==> src/mprbs_cfg.svh <==
// Constants for the module power, reset and boot sequencer.
// Function
// - Five power states: unplugged, off, suspend, running and reset.
// - Main supply applied: go to running by itself, no request needed.
// - Software request suspends from running; a wake event returns to running.
// - Software shutdown from running drops all rails and carrier request, ending off.
// - From off, supply cycling or an external reset request restarts to running.
// - External reset request held low keeps rails on and CPU in reset.
// - Controller enabled only with supply fault high and supported IO strap.
// - Carrier request and IO indication asserted once supply and boot rails are up.
// - Reset output stays asserted at least 10ms after carrier request.
// - Reset output released no earlier than 100ms after carrier request rises.
// - While reset request asserted, internal reset and reset output stay asserted.
// - After reset request release, both resets held at least 1ms more.
// - Boot first from module serial flash, then use the strap selected source.
// - Three active-low straps, strap 2 MSB, decode to eight boot sources.
`ifndef MPRBS_CFG_SVH
`define MPRBS_CFG_SVH
`define MPRBS_CLK_KHZ 20000
`define MPRBS_T_RAMP_MS 100
`define MPRBS_T_RSTOUT_MS 10
`define MPRBS_T_HOLD_MS 1
`define MPRBS_ADR_CTRL 8'h00
`define MPRBS_ADR_STAT 8'h04
`define MPRBS_CTRL_SUSP 0
`define MPRBS_CTRL_SHUT 1
`define MPRBS_CTRL_STAGE 2
`define MPRBS_ST_PSTATE 0
`define MPRBS_ST_FSM 4
`define MPRBS_ST_BOOT 8
`define MPRBS_ST_BVALID 11
`define MPRBS_ST_FIRST 12
`define MPRBS_ST_IO18 13
`define MPRBS_ST_CARD 14
`define MPRBS_PIN_SUPPLY 0
`define MPRBS_PIN_FAULT_N 1
`define MPRBS_PIN_IOSEL 2
`define MPRBS_PIN_MODGOOD 3
`define MPRBS_PIN_RSTREQ_N 4
`define MPRBS_PIN_STRAP 5
`define MPRBS_PIN_CARD 8
`define MPRBS_PIN_WAKE 9
`define MPRBS_PIN_W 10
`endif

==> src/mprbs_pkg.sv <==
// Types shared by the sequencer modules.
package mprbs_pkg;
  typedef enum logic [2:0] {
    S_UNPLUG = 3'b000,
    S_OFF = 3'b001,
    S_RAILS = 3'b010,
    S_RAMP = 3'b011,
    S_RUN = 3'b100,
    S_SUSP = 3'b101,
    S_RST = 3'b110,
    S_RSTHOLD = 3'b111
  } mprbs_fsm_t;
  typedef enum logic [2:0] {
    P_UNPLUGGED = 3'b000,
    P_OFF = 3'b001,
    P_SUSPEND = 3'b010,
    P_RUNNING = 3'b011,
    P_RESET = 3'b100
  } mprbs_pstate_t;
  typedef enum logic [2:0] {
    B_CARRIER_SATA = 3'b000,
    B_CARRIER_SD = 3'b001,
    B_CARRIER_EMMC = 3'b010,
    B_CARRIER_SPI = 3'b011,
    B_USB1 = 3'b100,
    B_ETHERNET = 3'b101,
    B_MODULE_EMMC = 3'b110,
    B_MODULE_SPI = 3'b111
  } mprbs_boot_t;
endpackage

==> src/mprbs_tmr_if.sv <==
// Handshake between the sequencer and its interval timer.
interface mprbs_tmr_if #(parameter int TMR_W = 22);
  logic start;
  logic [TMR_W-1:0] load;
  logic done;
  modport ctl (output start, output load, input done);
  modport tmr (input start, input load, output done);
endinterface

==> src/mprbs_timer.sv <==
// Interval timer: done rises load+1 cycles after a start pulse.
module mprbs_timer #(parameter int TMR_W = 22) (
  input wire logic core_clk,
  input wire logic rst_b,
  mprbs_tmr_if.tmr t
);
  logic [TMR_W-1:0] cnt_r;
  logic [TMR_W-1:0] cnt_nxt;
  logic busy_r;
  logic busy_nxt;
  logic done_r;
  logic done_nxt;

  // Done is a level so the sequencer may look at it late without missing it.
  always_comb begin
    cnt_nxt = cnt_r;
    busy_nxt = busy_r;
    done_nxt = done_r;
    if (t.start) begin
      cnt_nxt = t.load;
      busy_nxt = 1'b1;
      done_nxt = 1'b0;
    end else if (busy_r && cnt_r != '0) begin
      cnt_nxt = cnt_r - 1'b1;
    end else if (busy_r) begin
      busy_nxt = 1'b0;
      done_nxt = 1'b1;
    end
  end

  // Registers only.
  always_ff @(posedge core_clk or negedge rst_b) begin
    if (!rst_b) begin
      cnt_r <= '0;
      busy_r <= 1'b0;
      done_r <= 1'b0;
    end else begin
      cnt_r <= cnt_nxt;
      busy_r <= busy_nxt;
      done_r <= done_nxt;
    end
  end

  assign t.done = done_r;
endmodule

==> src/mprbs_top.sv <==
// Power state, reset and boot source sequencer with a Wishbone register port.
`include "mprbs_cfg.svh"
module mprbs_top import mprbs_pkg::*; #(
  parameter int unsigned RAMP_CYCLES = `MPRBS_T_RAMP_MS * `MPRBS_CLK_KHZ,
  parameter int unsigned RSTOUT_CYCLES = `MPRBS_T_RSTOUT_MS * `MPRBS_CLK_KHZ,
  parameter int unsigned HOLD_CYCLES = `MPRBS_T_HOLD_MS * `MPRBS_CLK_KHZ,
  parameter int TMR_W = 22,
  parameter bit SUPPORT_1V8 = 1'b1
) (
  input wire logic core_clk,
  input wire logic rst_b,
  input wire logic wb_cyc_i,
  input wire logic wb_stb_i,
  input wire logic wb_we_i,
  input wire logic [7:0] wb_adr_i,
  input wire logic [31:0] wb_dat_i,
  input wire logic [3:0] wb_sel_i,
  output logic [31:0] wb_dat_o,
  output logic wb_ack_o,
  input wire logic supply_present,
  input wire logic supply_fault_n,
  input wire logic io_sel_in,
  output logic io_sel_out,
  output logic io_sel_oe,
  input wire logic module_supplies_good,
  input wire logic reset_request_n,
  input wire logic boot_source_strap_0_n,
  input wire logic boot_source_strap_1_n,
  input wire logic boot_source_strap_2_n,
  input wire logic card_power_strap,
  input wire logic wake_event,
  output logic pmic_enable,
  output logic module_rails_on,
  output logic nonwake_rails_on,
  output logic base_board_power_request,
  output logic cpu_reset_n,
  output logic reset_out_n,
  output logic first_stage_flash,
  output logic [2:0] boot_source,
  output logic boot_source_valid,
  output logic [2:0] power_state
);
  // The reset output must meet both the 10 ms and 100 ms minimums.
  localparam int unsigned RAMP_LOAD = (RAMP_CYCLES > RSTOUT_CYCLES) ? RAMP_CYCLES : RSTOUT_CYCLES;

  mprbs_tmr_if #(.TMR_W(TMR_W)) tmr_bus ();

  mprbs_timer #(.TMR_W(TMR_W)) u_timer (
    .core_clk(core_clk),
    .rst_b(rst_b),
    .t(tmr_bus.tmr)
  );

  // Map the sequencer state onto the five externally visible power states.
  function automatic mprbs_pstate_t pstate_of(input mprbs_fsm_t s);
    case (s)
      S_UNPLUG: pstate_of = P_UNPLUGGED;
      S_OFF: pstate_of = P_OFF;
      S_SUSP: pstate_of = P_SUSPEND;
      S_RUN: pstate_of = P_RUNNING;
      default: pstate_of = P_RESET;
    endcase
  endfunction

  // Pins come from the carrier, so each passes two flip-flops first.
  logic [`MPRBS_PIN_W-1:0] pin_raw;
  logic [`MPRBS_PIN_W-1:0] sync1_r;
  logic [`MPRBS_PIN_W-1:0] sync2_r;
  assign pin_raw = {wake_event, card_power_strap, boot_source_strap_2_n,
                    boot_source_strap_1_n, boot_source_strap_0_n, reset_request_n,
                    module_supplies_good, io_sel_in, supply_fault_n, supply_present};

  always_ff @(posedge core_clk or negedge rst_b) begin
    if (!rst_b) begin
      sync1_r <= '0;
      sync2_r <= '0;
    end else begin
      sync1_r <= pin_raw;
      sync2_r <= sync1_r;
    end
  end

  logic supply_s;
  logic fault_n_s;
  logic io_high_s;
  logic modgood_s;
  logic rreq_n_s;
  logic [2:0] strap_s;
  logic wake_s;
  logic io_ok;
  logic pwr_ok;
  assign supply_s = sync2_r[`MPRBS_PIN_SUPPLY];
  assign fault_n_s = sync2_r[`MPRBS_PIN_FAULT_N];
  assign io_high_s = sync2_r[`MPRBS_PIN_IOSEL];
  assign modgood_s = sync2_r[`MPRBS_PIN_MODGOOD];
  assign rreq_n_s = sync2_r[`MPRBS_PIN_RSTREQ_N];
  assign strap_s = sync2_r[`MPRBS_PIN_STRAP +: 3];
  assign wake_s = sync2_r[`MPRBS_PIN_WAKE];
  // A grounded IO strap means 1.8 V, acceptable only if that level is supported.
  assign io_ok = io_high_s | SUPPORT_1V8;
  assign pwr_ok = supply_s & fault_n_s & io_ok;

  // Wishbone slave: one wait state, ack dropped the cycle after it is given.
  logic wb_req;
  logic wr_ctrl;
  logic ack_r;
  logic ack_nxt;
  logic [31:0] dat_r;
  logic [31:0] dat_nxt;
  logic [31:0] stat_word;
  logic susp_wr;
  logic shut_wr;
  logic stage_wr;
  assign wb_req = wb_cyc_i & wb_stb_i & ~ack_r;
  assign wr_ctrl = wb_req & wb_we_i & wb_sel_i[0] & (wb_adr_i == `MPRBS_ADR_CTRL);
  assign susp_wr = wr_ctrl & wb_dat_i[`MPRBS_CTRL_SUSP];
  assign shut_wr = wr_ctrl & wb_dat_i[`MPRBS_CTRL_SHUT];
  assign stage_wr = wr_ctrl & wb_dat_i[`MPRBS_CTRL_STAGE];

  // Sequencer state and registered outputs.
  mprbs_fsm_t state_r;
  mprbs_fsm_t state_nxt;
  logic ramp_done_r;
  logic ramp_done_nxt;
  logic pmic_r;
  logic pmic_nxt;
  logic rails_r;
  logic rails_nxt;
  logic nonwake_r;
  logic nonwake_nxt;
  logic req_r;
  logic req_nxt;
  logic iooe_r;
  logic iooe_nxt;
  logic ioout_r;
  logic ioout_nxt;
  logic cpurst_n_r;
  logic cpurst_n_nxt;
  logic rstout_n_r;
  logic rstout_n_nxt;
  logic first_r;
  logic first_nxt;
  logic [2:0] boot_r;
  logic [2:0] boot_nxt;
  logic bvalid_r;
  logic bvalid_nxt;
  logic [2:0] pstate_r;
  logic [2:0] pstate_nxt;

  // State transitions; supply loss overrides every other cause.
  always_comb begin
    state_nxt = state_r;
    case (state_r)
      S_UNPLUG: if (pwr_ok) state_nxt = S_RAILS;
      S_OFF: begin
        if (!rreq_n_s) state_nxt = S_RST;
      end
      S_RAILS: begin
        if (!rreq_n_s) state_nxt = S_RST;
        else if (modgood_s) state_nxt = S_RAMP;
      end
      S_RAMP: begin
        if (!rreq_n_s) state_nxt = S_RST;
        else if (tmr_bus.done) state_nxt = S_RUN;
      end
      S_RUN: begin
        if (!rreq_n_s) state_nxt = S_RST;
        else if (shut_wr) state_nxt = S_OFF;
        else if (susp_wr) state_nxt = S_SUSP;
      end
      S_SUSP: begin
        if (!rreq_n_s) state_nxt = S_RST;
        else if (wake_s) state_nxt = S_RUN;
      end
      S_RST: if (rreq_n_s) state_nxt = S_RSTHOLD;
      S_RSTHOLD: begin
        if (!rreq_n_s) state_nxt = S_RST;
        else if (tmr_bus.done && ramp_done_r) state_nxt = S_RUN;
        else if (tmr_bus.done) state_nxt = S_RAMP;
      end
      default: state_nxt = S_UNPLUG;
    endcase
    // Leaving the supply behind means a fresh start from unplugged.
    if (!pwr_ok) state_nxt = S_UNPLUG;
  end

  // Start the timer on entry to the ramp wait or the post-reset hold.
  always_comb begin
    tmr_bus.start = 1'b0;
    tmr_bus.load = TMR_W'(RAMP_LOAD);
    if (state_nxt == S_RAMP && state_r != S_RAMP) begin
      tmr_bus.start = 1'b1;
    end else if (state_nxt == S_RSTHOLD && state_r != S_RSTHOLD) begin
      tmr_bus.start = 1'b1;
      tmr_bus.load = TMR_W'(HOLD_CYCLES);
    end
  end

  // Outputs follow the next state so every pin comes from a flip-flop.
  always_comb begin
    pmic_nxt = (state_nxt != S_UNPLUG);
    rails_nxt = !(state_nxt inside {S_UNPLUG, S_OFF});
    nonwake_nxt = rails_nxt && state_nxt != S_SUSP;
    req_nxt = rails_nxt && state_nxt != S_RAILS;
    iooe_nxt = req_nxt;
    ioout_nxt = io_high_s;
    cpurst_n_nxt = state_nxt inside {S_RUN, S_SUSP};
    rstout_n_nxt = cpurst_n_nxt;
    ramp_done_nxt = req_nxt && (ramp_done_r || (state_r == S_RAMP && tmr_bus.done));
    first_nxt = first_r;
    boot_nxt = boot_r;
    bvalid_nxt = bvalid_r;
    if (!cpurst_n_nxt) begin
      first_nxt = 1'b0;
      bvalid_nxt = 1'b0;
    end else if (!cpurst_n_r) begin
      // Straps taken once, at the release of reset, held until the next one.
      boot_nxt = strap_s;
      first_nxt = 1'b1;
    end else if (stage_wr && first_r) begin
      first_nxt = 1'b0;
      bvalid_nxt = 1'b1;
    end
    pstate_nxt = pstate_of(state_nxt);
  end

  // Registers only.
  always_ff @(posedge core_clk or negedge rst_b) begin
    if (!rst_b) begin
      state_r <= S_UNPLUG;
      ramp_done_r <= 1'b0;
      pmic_r <= 1'b0;
      rails_r <= 1'b0;
      nonwake_r <= 1'b0;
      req_r <= 1'b0;
      iooe_r <= 1'b0;
      ioout_r <= 1'b0;
      cpurst_n_r <= 1'b0;
      rstout_n_r <= 1'b0;
      first_r <= 1'b0;
      boot_r <= 3'h0;
      bvalid_r <= 1'b0;
      pstate_r <= 3'h0;
    end else begin
      state_r <= state_nxt;
      ramp_done_r <= ramp_done_nxt;
      pmic_r <= pmic_nxt;
      rails_r <= rails_nxt;
      nonwake_r <= nonwake_nxt;
      req_r <= req_nxt;
      iooe_r <= iooe_nxt;
      ioout_r <= ioout_nxt;
      cpurst_n_r <= cpurst_n_nxt;
      rstout_n_r <= rstout_n_nxt;
      first_r <= first_nxt;
      boot_r <= boot_nxt;
      bvalid_r <= bvalid_nxt;
      pstate_r <= pstate_nxt;
    end
  end

  // Status word; unmapped addresses read as zero and are still acknowledged.
  always_comb begin
    stat_word = 32'h0000_0000;
    stat_word[`MPRBS_ST_PSTATE +: 3] = pstate_r;
    stat_word[`MPRBS_ST_FSM +: 3] = state_r;
    stat_word[`MPRBS_ST_BOOT +: 3] = boot_r;
    stat_word[`MPRBS_ST_BVALID] = bvalid_r;
    stat_word[`MPRBS_ST_FIRST] = first_r;
    stat_word[`MPRBS_ST_IO18] = ~io_high_s;
    stat_word[`MPRBS_ST_CARD] = sync2_r[`MPRBS_PIN_CARD];
    ack_nxt = wb_req;
    dat_nxt = 32'h0000_0000;
    if (wb_req && !wb_we_i && wb_adr_i == `MPRBS_ADR_STAT) begin
      dat_nxt = stat_word;
    end else if (wb_req && !wb_we_i && wb_adr_i == `MPRBS_ADR_CTRL) begin
      dat_nxt[`MPRBS_CTRL_STAGE] = bvalid_r;
    end
  end

  // Registers only.
  always_ff @(posedge core_clk or negedge rst_b) begin
    if (!rst_b) begin
      ack_r <= 1'b0;
      dat_r <= 32'h0000_0000;
    end else begin
      ack_r <= ack_nxt;
      dat_r <= dat_nxt;
    end
  end

  assign wb_ack_o = ack_r;
  assign wb_dat_o = dat_r;
  assign pmic_enable = pmic_r;
  assign module_rails_on = rails_r;
  assign nonwake_rails_on = nonwake_r;
  assign base_board_power_request = req_r;
  assign io_sel_oe = iooe_r;
  assign io_sel_out = ioout_r;
  assign cpu_reset_n = cpurst_n_r;
  assign reset_out_n = rstout_n_r;
  assign first_stage_flash = first_r;
  assign boot_source = boot_r;
  assign boot_source_valid = bvalid_r;
  assign power_state = pstate_r;

  // Helper ages for the timing checks; req_age_r saturates, hold_age_r wraps.
  logic [TMR_W-1:0] req_age_r;
  logic [TMR_W-1:0] hold_age_r;
  always_ff @(posedge core_clk or negedge rst_b) begin
    if (!rst_b) begin
      req_age_r <= '0;
      hold_age_r <= '0;
    end else begin
      req_age_r <= !req_r ? '0 : (&req_age_r ? req_age_r : req_age_r + 1'b1);
      hold_age_r <= (state_r != S_RSTHOLD) ? '0 : hold_age_r + 1'b1;
    end
  end
endmodule

==> config.mk <==
export PLATFORM = sky130hd
export DESIGN_NAME = mprbs_top
export DESIGN_NICKNAME = d
export VERILOG_FILES = /design/src/mprbs_pkg.sv /design/src/mprbs_tmr_if.sv /design/src/mprbs_timer.sv /design/src/mprbs_top.sv
export VERILOG_INCLUDE_DIRS = /design/src /design/src/src
export SDC_FILE = /design/constraint.sdc
export NUM_CORES = 1
export LEC_CHECK = 0
export BUFFER_PORTS_ARGS = -buffer_cell sky130_fd_sc_hd__buf_2
export CAP_MARGIN = 10
export CORE_MARGIN = 2
export CORE_UTILIZATION = 50
export DETAILED_ROUTE_END_ITERATION = 8
export PLACE_DENSITY = 0.77
export SYNTH_ARGS = -nofsm -noshare
export SYNTH_HDL_FRONTEND = slang
export SYNTH_SLANG_ARGS = --single-unit
==> constraint.sdc <==
create_clock -name core_clk -period 3.05 [get_ports core_clk]
set_clock_uncertainty 0.2 [all_clocks]
set_input_delay 0.1525 -clock core_clk [delete_from_list [all_inputs] [get_ports core_clk]]
set_output_delay 0.1525 -clock core_clk [all_outputs]
set_load 0.02 [all_outputs]
==> results.json <==
{
  "outcome": "finished, violations left",
  "violations": "design-rule violations",
  "critPathBufInv": 1,
  "syn_area_mm2": 0.00334,
  "gp_congestion": 0.783,
  "grt_pass1_vias": 2244,
  "cts_inserted_buffers": 9,
  "netSwitchingFraction_pct": 27.3,
  "dpl-instance-area_mm2": 0.00357,
  "viasPerCell": 5.28,
  "dr.pass1.iters": 7,
  "slew_headroom_pct": 62.4,
  "r2r-start": "wb_ack_o$_DFF_PN0_",
  "grt_use_total_pct": 18.3,
  "tns_ps": 0,
  "clock.fmax_mhz": 393,
  "path_clk_slew_ps": 80,
  "fin_area_mm2": 0.00392,
  "antenna_left": 0,
  "worst_pin_slew_ps": 562,
  "yosys.area.top_type": "dfrtp_1",
  "drc": 6,
  "crit_start": "wb_ack_o$_DFF_PN0_",
  "num_io_pins": 108,
  "fill_cells": 492,
  "cts_setup_buffers": 0,
  "yosysTopAreaCellShare_pct": 56.9,
  "grt_start_max_net_pins": 29,
  "p_seq_share_pct": 51.9,
  "fin_cells": 443,
  "synth_ff_type": "dfrtp_1",
  "powerDensity_mw_per_mm2": 573,
  "ir_drop_uv": 359,
  "final_hold_viol_count": 0,
  "ctsHtreeMaxLevel": 3,
  "clock_sinks": 76,
  "avgSynthCellArea_um2": 11.4,
  "finalWirelength_um": 6240,
  "start_util_pct": 52.0,
  "row_count": 29,
  "p_clk_share_pct": 34.1,
  "worstPathRequired_ps": 3110,
  "synth.distinct_cells": 52,
  "rsz0062_at_grt": "no",
  "crit_arrival_ps": 2600,
  "area_growth_pct": 17.5,
  "yosys_register_bits": 76,
  "setup_viol": 0,
  "crit_path_start_kind": "register",
  "synthArstFlopShare_pct": 100,
  "p_leak_uw": 0.00186,
  "port_buffers": 56,
  "synthCells": 292,
  "finalPower_uw": 2250,
  "period_share_pct": 83.4,
  "clockRootBuffer": "clkbuf_8",
  "critPathCapture": "u_timer.cnt_r[17]$_DFFE_PN0P_",
  "grt_first_pass_wirelength_um": 10400,
  "r2r_setup_slack_ps": 510,
  "path_class": "register to register",
  "drv_slew": 0,
  "clock_latency_ps": 350,
  "critPathCaptureType": "register",
  "synth_edf_count": 0,
  "dieArea_mm2": 0.00735,
  "antenna_found_initial": 0,
  "critical_path.reg2reg.endpoint": "u_timer.cnt_r[17]$_DFFE_PN0P_",
  "drt-initial-drc-count": 188,
  "final.min_clock_period_ps": 2540,
  "place_inst": 413,
  "slowest_stage": "dfrtp_1",
  "overflow": 0,
  "intPower_uw": 1630,
  "r2r_cells": 7,
  "avgRoutedWirePerCell_um": 14.1,
  "cts_tree": "done",
  "path_max_fanout": 7,
  "power.switching_uw": 613,
  "maxCapViolCount": 0,
  "fp.dieH_um": 85.7,
  "crit_path_max_incr_delay_ps": 380,
  "die_w_um": 85.7,
  "final_util_pct": 61.1,
  "drive_gt1_share_pct": 25.4,
  "dpl.hpwl_um": 4230,
  "ys_top_cells_by_area": "dfrtp_1 (57%), buf_4 (6.7%), xor2_1 (2.9%)",
  "critPathTopFamily": "compound AO/OA/AOI/OAI gates",
  "combPwrFrac_pct": 14.0,
  "synth_warnings": 0,
  "crit_cells": 7,
  "nNetsFinal": 422,
  "clockBufferDepth": 2,
  "vias": 2341,
  "seq_area_frac_synth_pct": 56.9,
  "n_antenna_cell": 0,
  "hold_class": "input pin to register",
  "core-area_mm2": 0.00642,
  "cp_cell_sequence": "and3b_1 > nand3_1 > o211a_1 > o21ai_1 > buf_4 > nand4b_1 > o21ai_0"
}
[cells in the mapped netlist (2+ instances only)]
cell	n
dfrtp_1	76
o211a_1	2
or2_2	2
or3_1	5
mux2i_1	2
nand2b_1	5
buf_6	2
nor3_1	15
xnor2_1	5
and3b_1	3
o21a_1	2
xor2_1	11
and2_1	12
nand4_1	2
clkbuf_1	6
nand2_1	13
a21o_1	2
nor2_1	13
a31oi_1	4
a21oi_1	11
nand3_1	10
nand4b_1	4
nor4_4	2
nor2b_1	4
buf_4	30
o21ai_0	13
inv_1	7
mux2_2	3
nor3b_1	3
[kinds of logic (layout without fill, tap and decap cells)]
logic type	count (synthesis)	count (layout)	synth area share, %
muxes	5	5	1.61
AOI/OAI and AO/OA	45	45	8.99
xor gates and xnor gates	16	16	4.19
buffers and inverters	45	101	8.88
adders and majority gates	1	1	0.374
DFF	76	76	56.9
other	1	19	0.112
and+or+nand+nor	103	103	18.9
[per-layer routing]
metal / up-vias / GRT usage, % / wire [um] / part of all wire [%]
met2: 91 / 29.4 / 3130 / 50
met5: - / 0 / 0 / 0
li1: 1103 / - / - / -
met1: 1135 / 23.7 / 2600 / 42
met4: 0 / 9.09 / 129 / 2.1
met3: 12 / 4.04 / 379 / 6.1
[flip-flops by register name, summed over array words and instances (netlist names)]
name               flops
u_timer.cnt_r         22
wb_dat_o              13
sync1_r               10
sync2_r               10
boot_source            3
power_state            3
state_r                3
boot_source_valid      1
first_stage_flash      1
io_sel_oe              1
io_sel_out             1
module_rails_on        1
nonwake_rails_on       1
pmic_enable            1
ramp_done_r            1
reset_out_n            1
u_timer.busy_r         1
u_timer.t.done         1
wb_ack_o               1
[power by group through the flow]
stage,clock network [uW],logic [uW],registers [uW]
2_1_floorplan,0,241,1170
3_3_place_gp,0,291,1180
3_5_place_dp,0,303,1190
4_1_cts,779,319,1170
5_1_grt,831,354,1180
6_report,765,315,1170
[worst min-delay path by stage]
stage	startpoint	end	cells past startpoint
final	wb_dat_i[2]	first_stage_flash$_DFFE_PN0P_	4
after global routing	wb_dat_i[2]	first_stage_flash$_DFFE_PN0P_	4
after CTS	wb_dat_i[2]	first_stage_flash$_DFFE_PN0P_	4
after detailed placement	rst_b	sync2_r[5]$_DFF_PN0_	1
after global placement	rst_b	sync1_r[6]$_DFF_PN0_	1
after floorplan	rst_b	boot_source[0]$_DFFE_PN0P_	0
[layout by cell type (no fill, tap or decap), types with 2 or more instances in the layout]
cell type       n
a21o_1          2
mux2i_1         2
a21oi_1        11
o211a_1         2
o21a_1          2
and2_1         12
mux2_2          3
clkinvlp_4      3
clkbuf_8       10
or3_1           5
nand4b_1        4
or2_2           2
inv_1           7
nor2b_1         4
xor2_1         11
o21ai_0        13
dfrtp_1        76
nor4_4          2
nand4_1         2
nand2b_1        5
nor3b_1         3
buf_2          56
conb_1         19
buf_4           8
nand2_1        13
nor2_1         13
nand3_1        10
a31oi_1         4
xnor2_1         5
dlygate4sd3_1  15
nor3_1         15
and3b_1         3
[area by class of cell]
cell class	instances	area, um2	area share, %
clock buffers	10	138	3.51
clock inverters	5	61.3	1.56
inverters	7	26.3	0.670
multi-input cells	189	1210	30.8
flip-flops and latches	76	1900	48.5
well taps	77	96.3	2.46
repair buffers	79	490	12.5
[repair_timing]
item	in CTS	in global routing
hold buffers	15	0
resized for setup	0	0
endpoints found under the hold margin	36	0
[worst reg2reg max path, delay by kind of cell (launching register included)]
kind                   cells  cell delay (ps)
AND/OR/NAND/NOR            3              800
buffers and inverters      1              210
flip-flops                 1              380
AO/OA/AOI/OAI              3              880
[metrics by stage]
stage               hold slack (ps)  worst slack, ps
floorplan                      -343              666
global placement              -48.6              557
detailed placement            -45.7              541
CTS                            8.50              524
global route                   32.1              294
finish                         16.2              505
No activity file was read; power rests on OpenSTA's default activity.
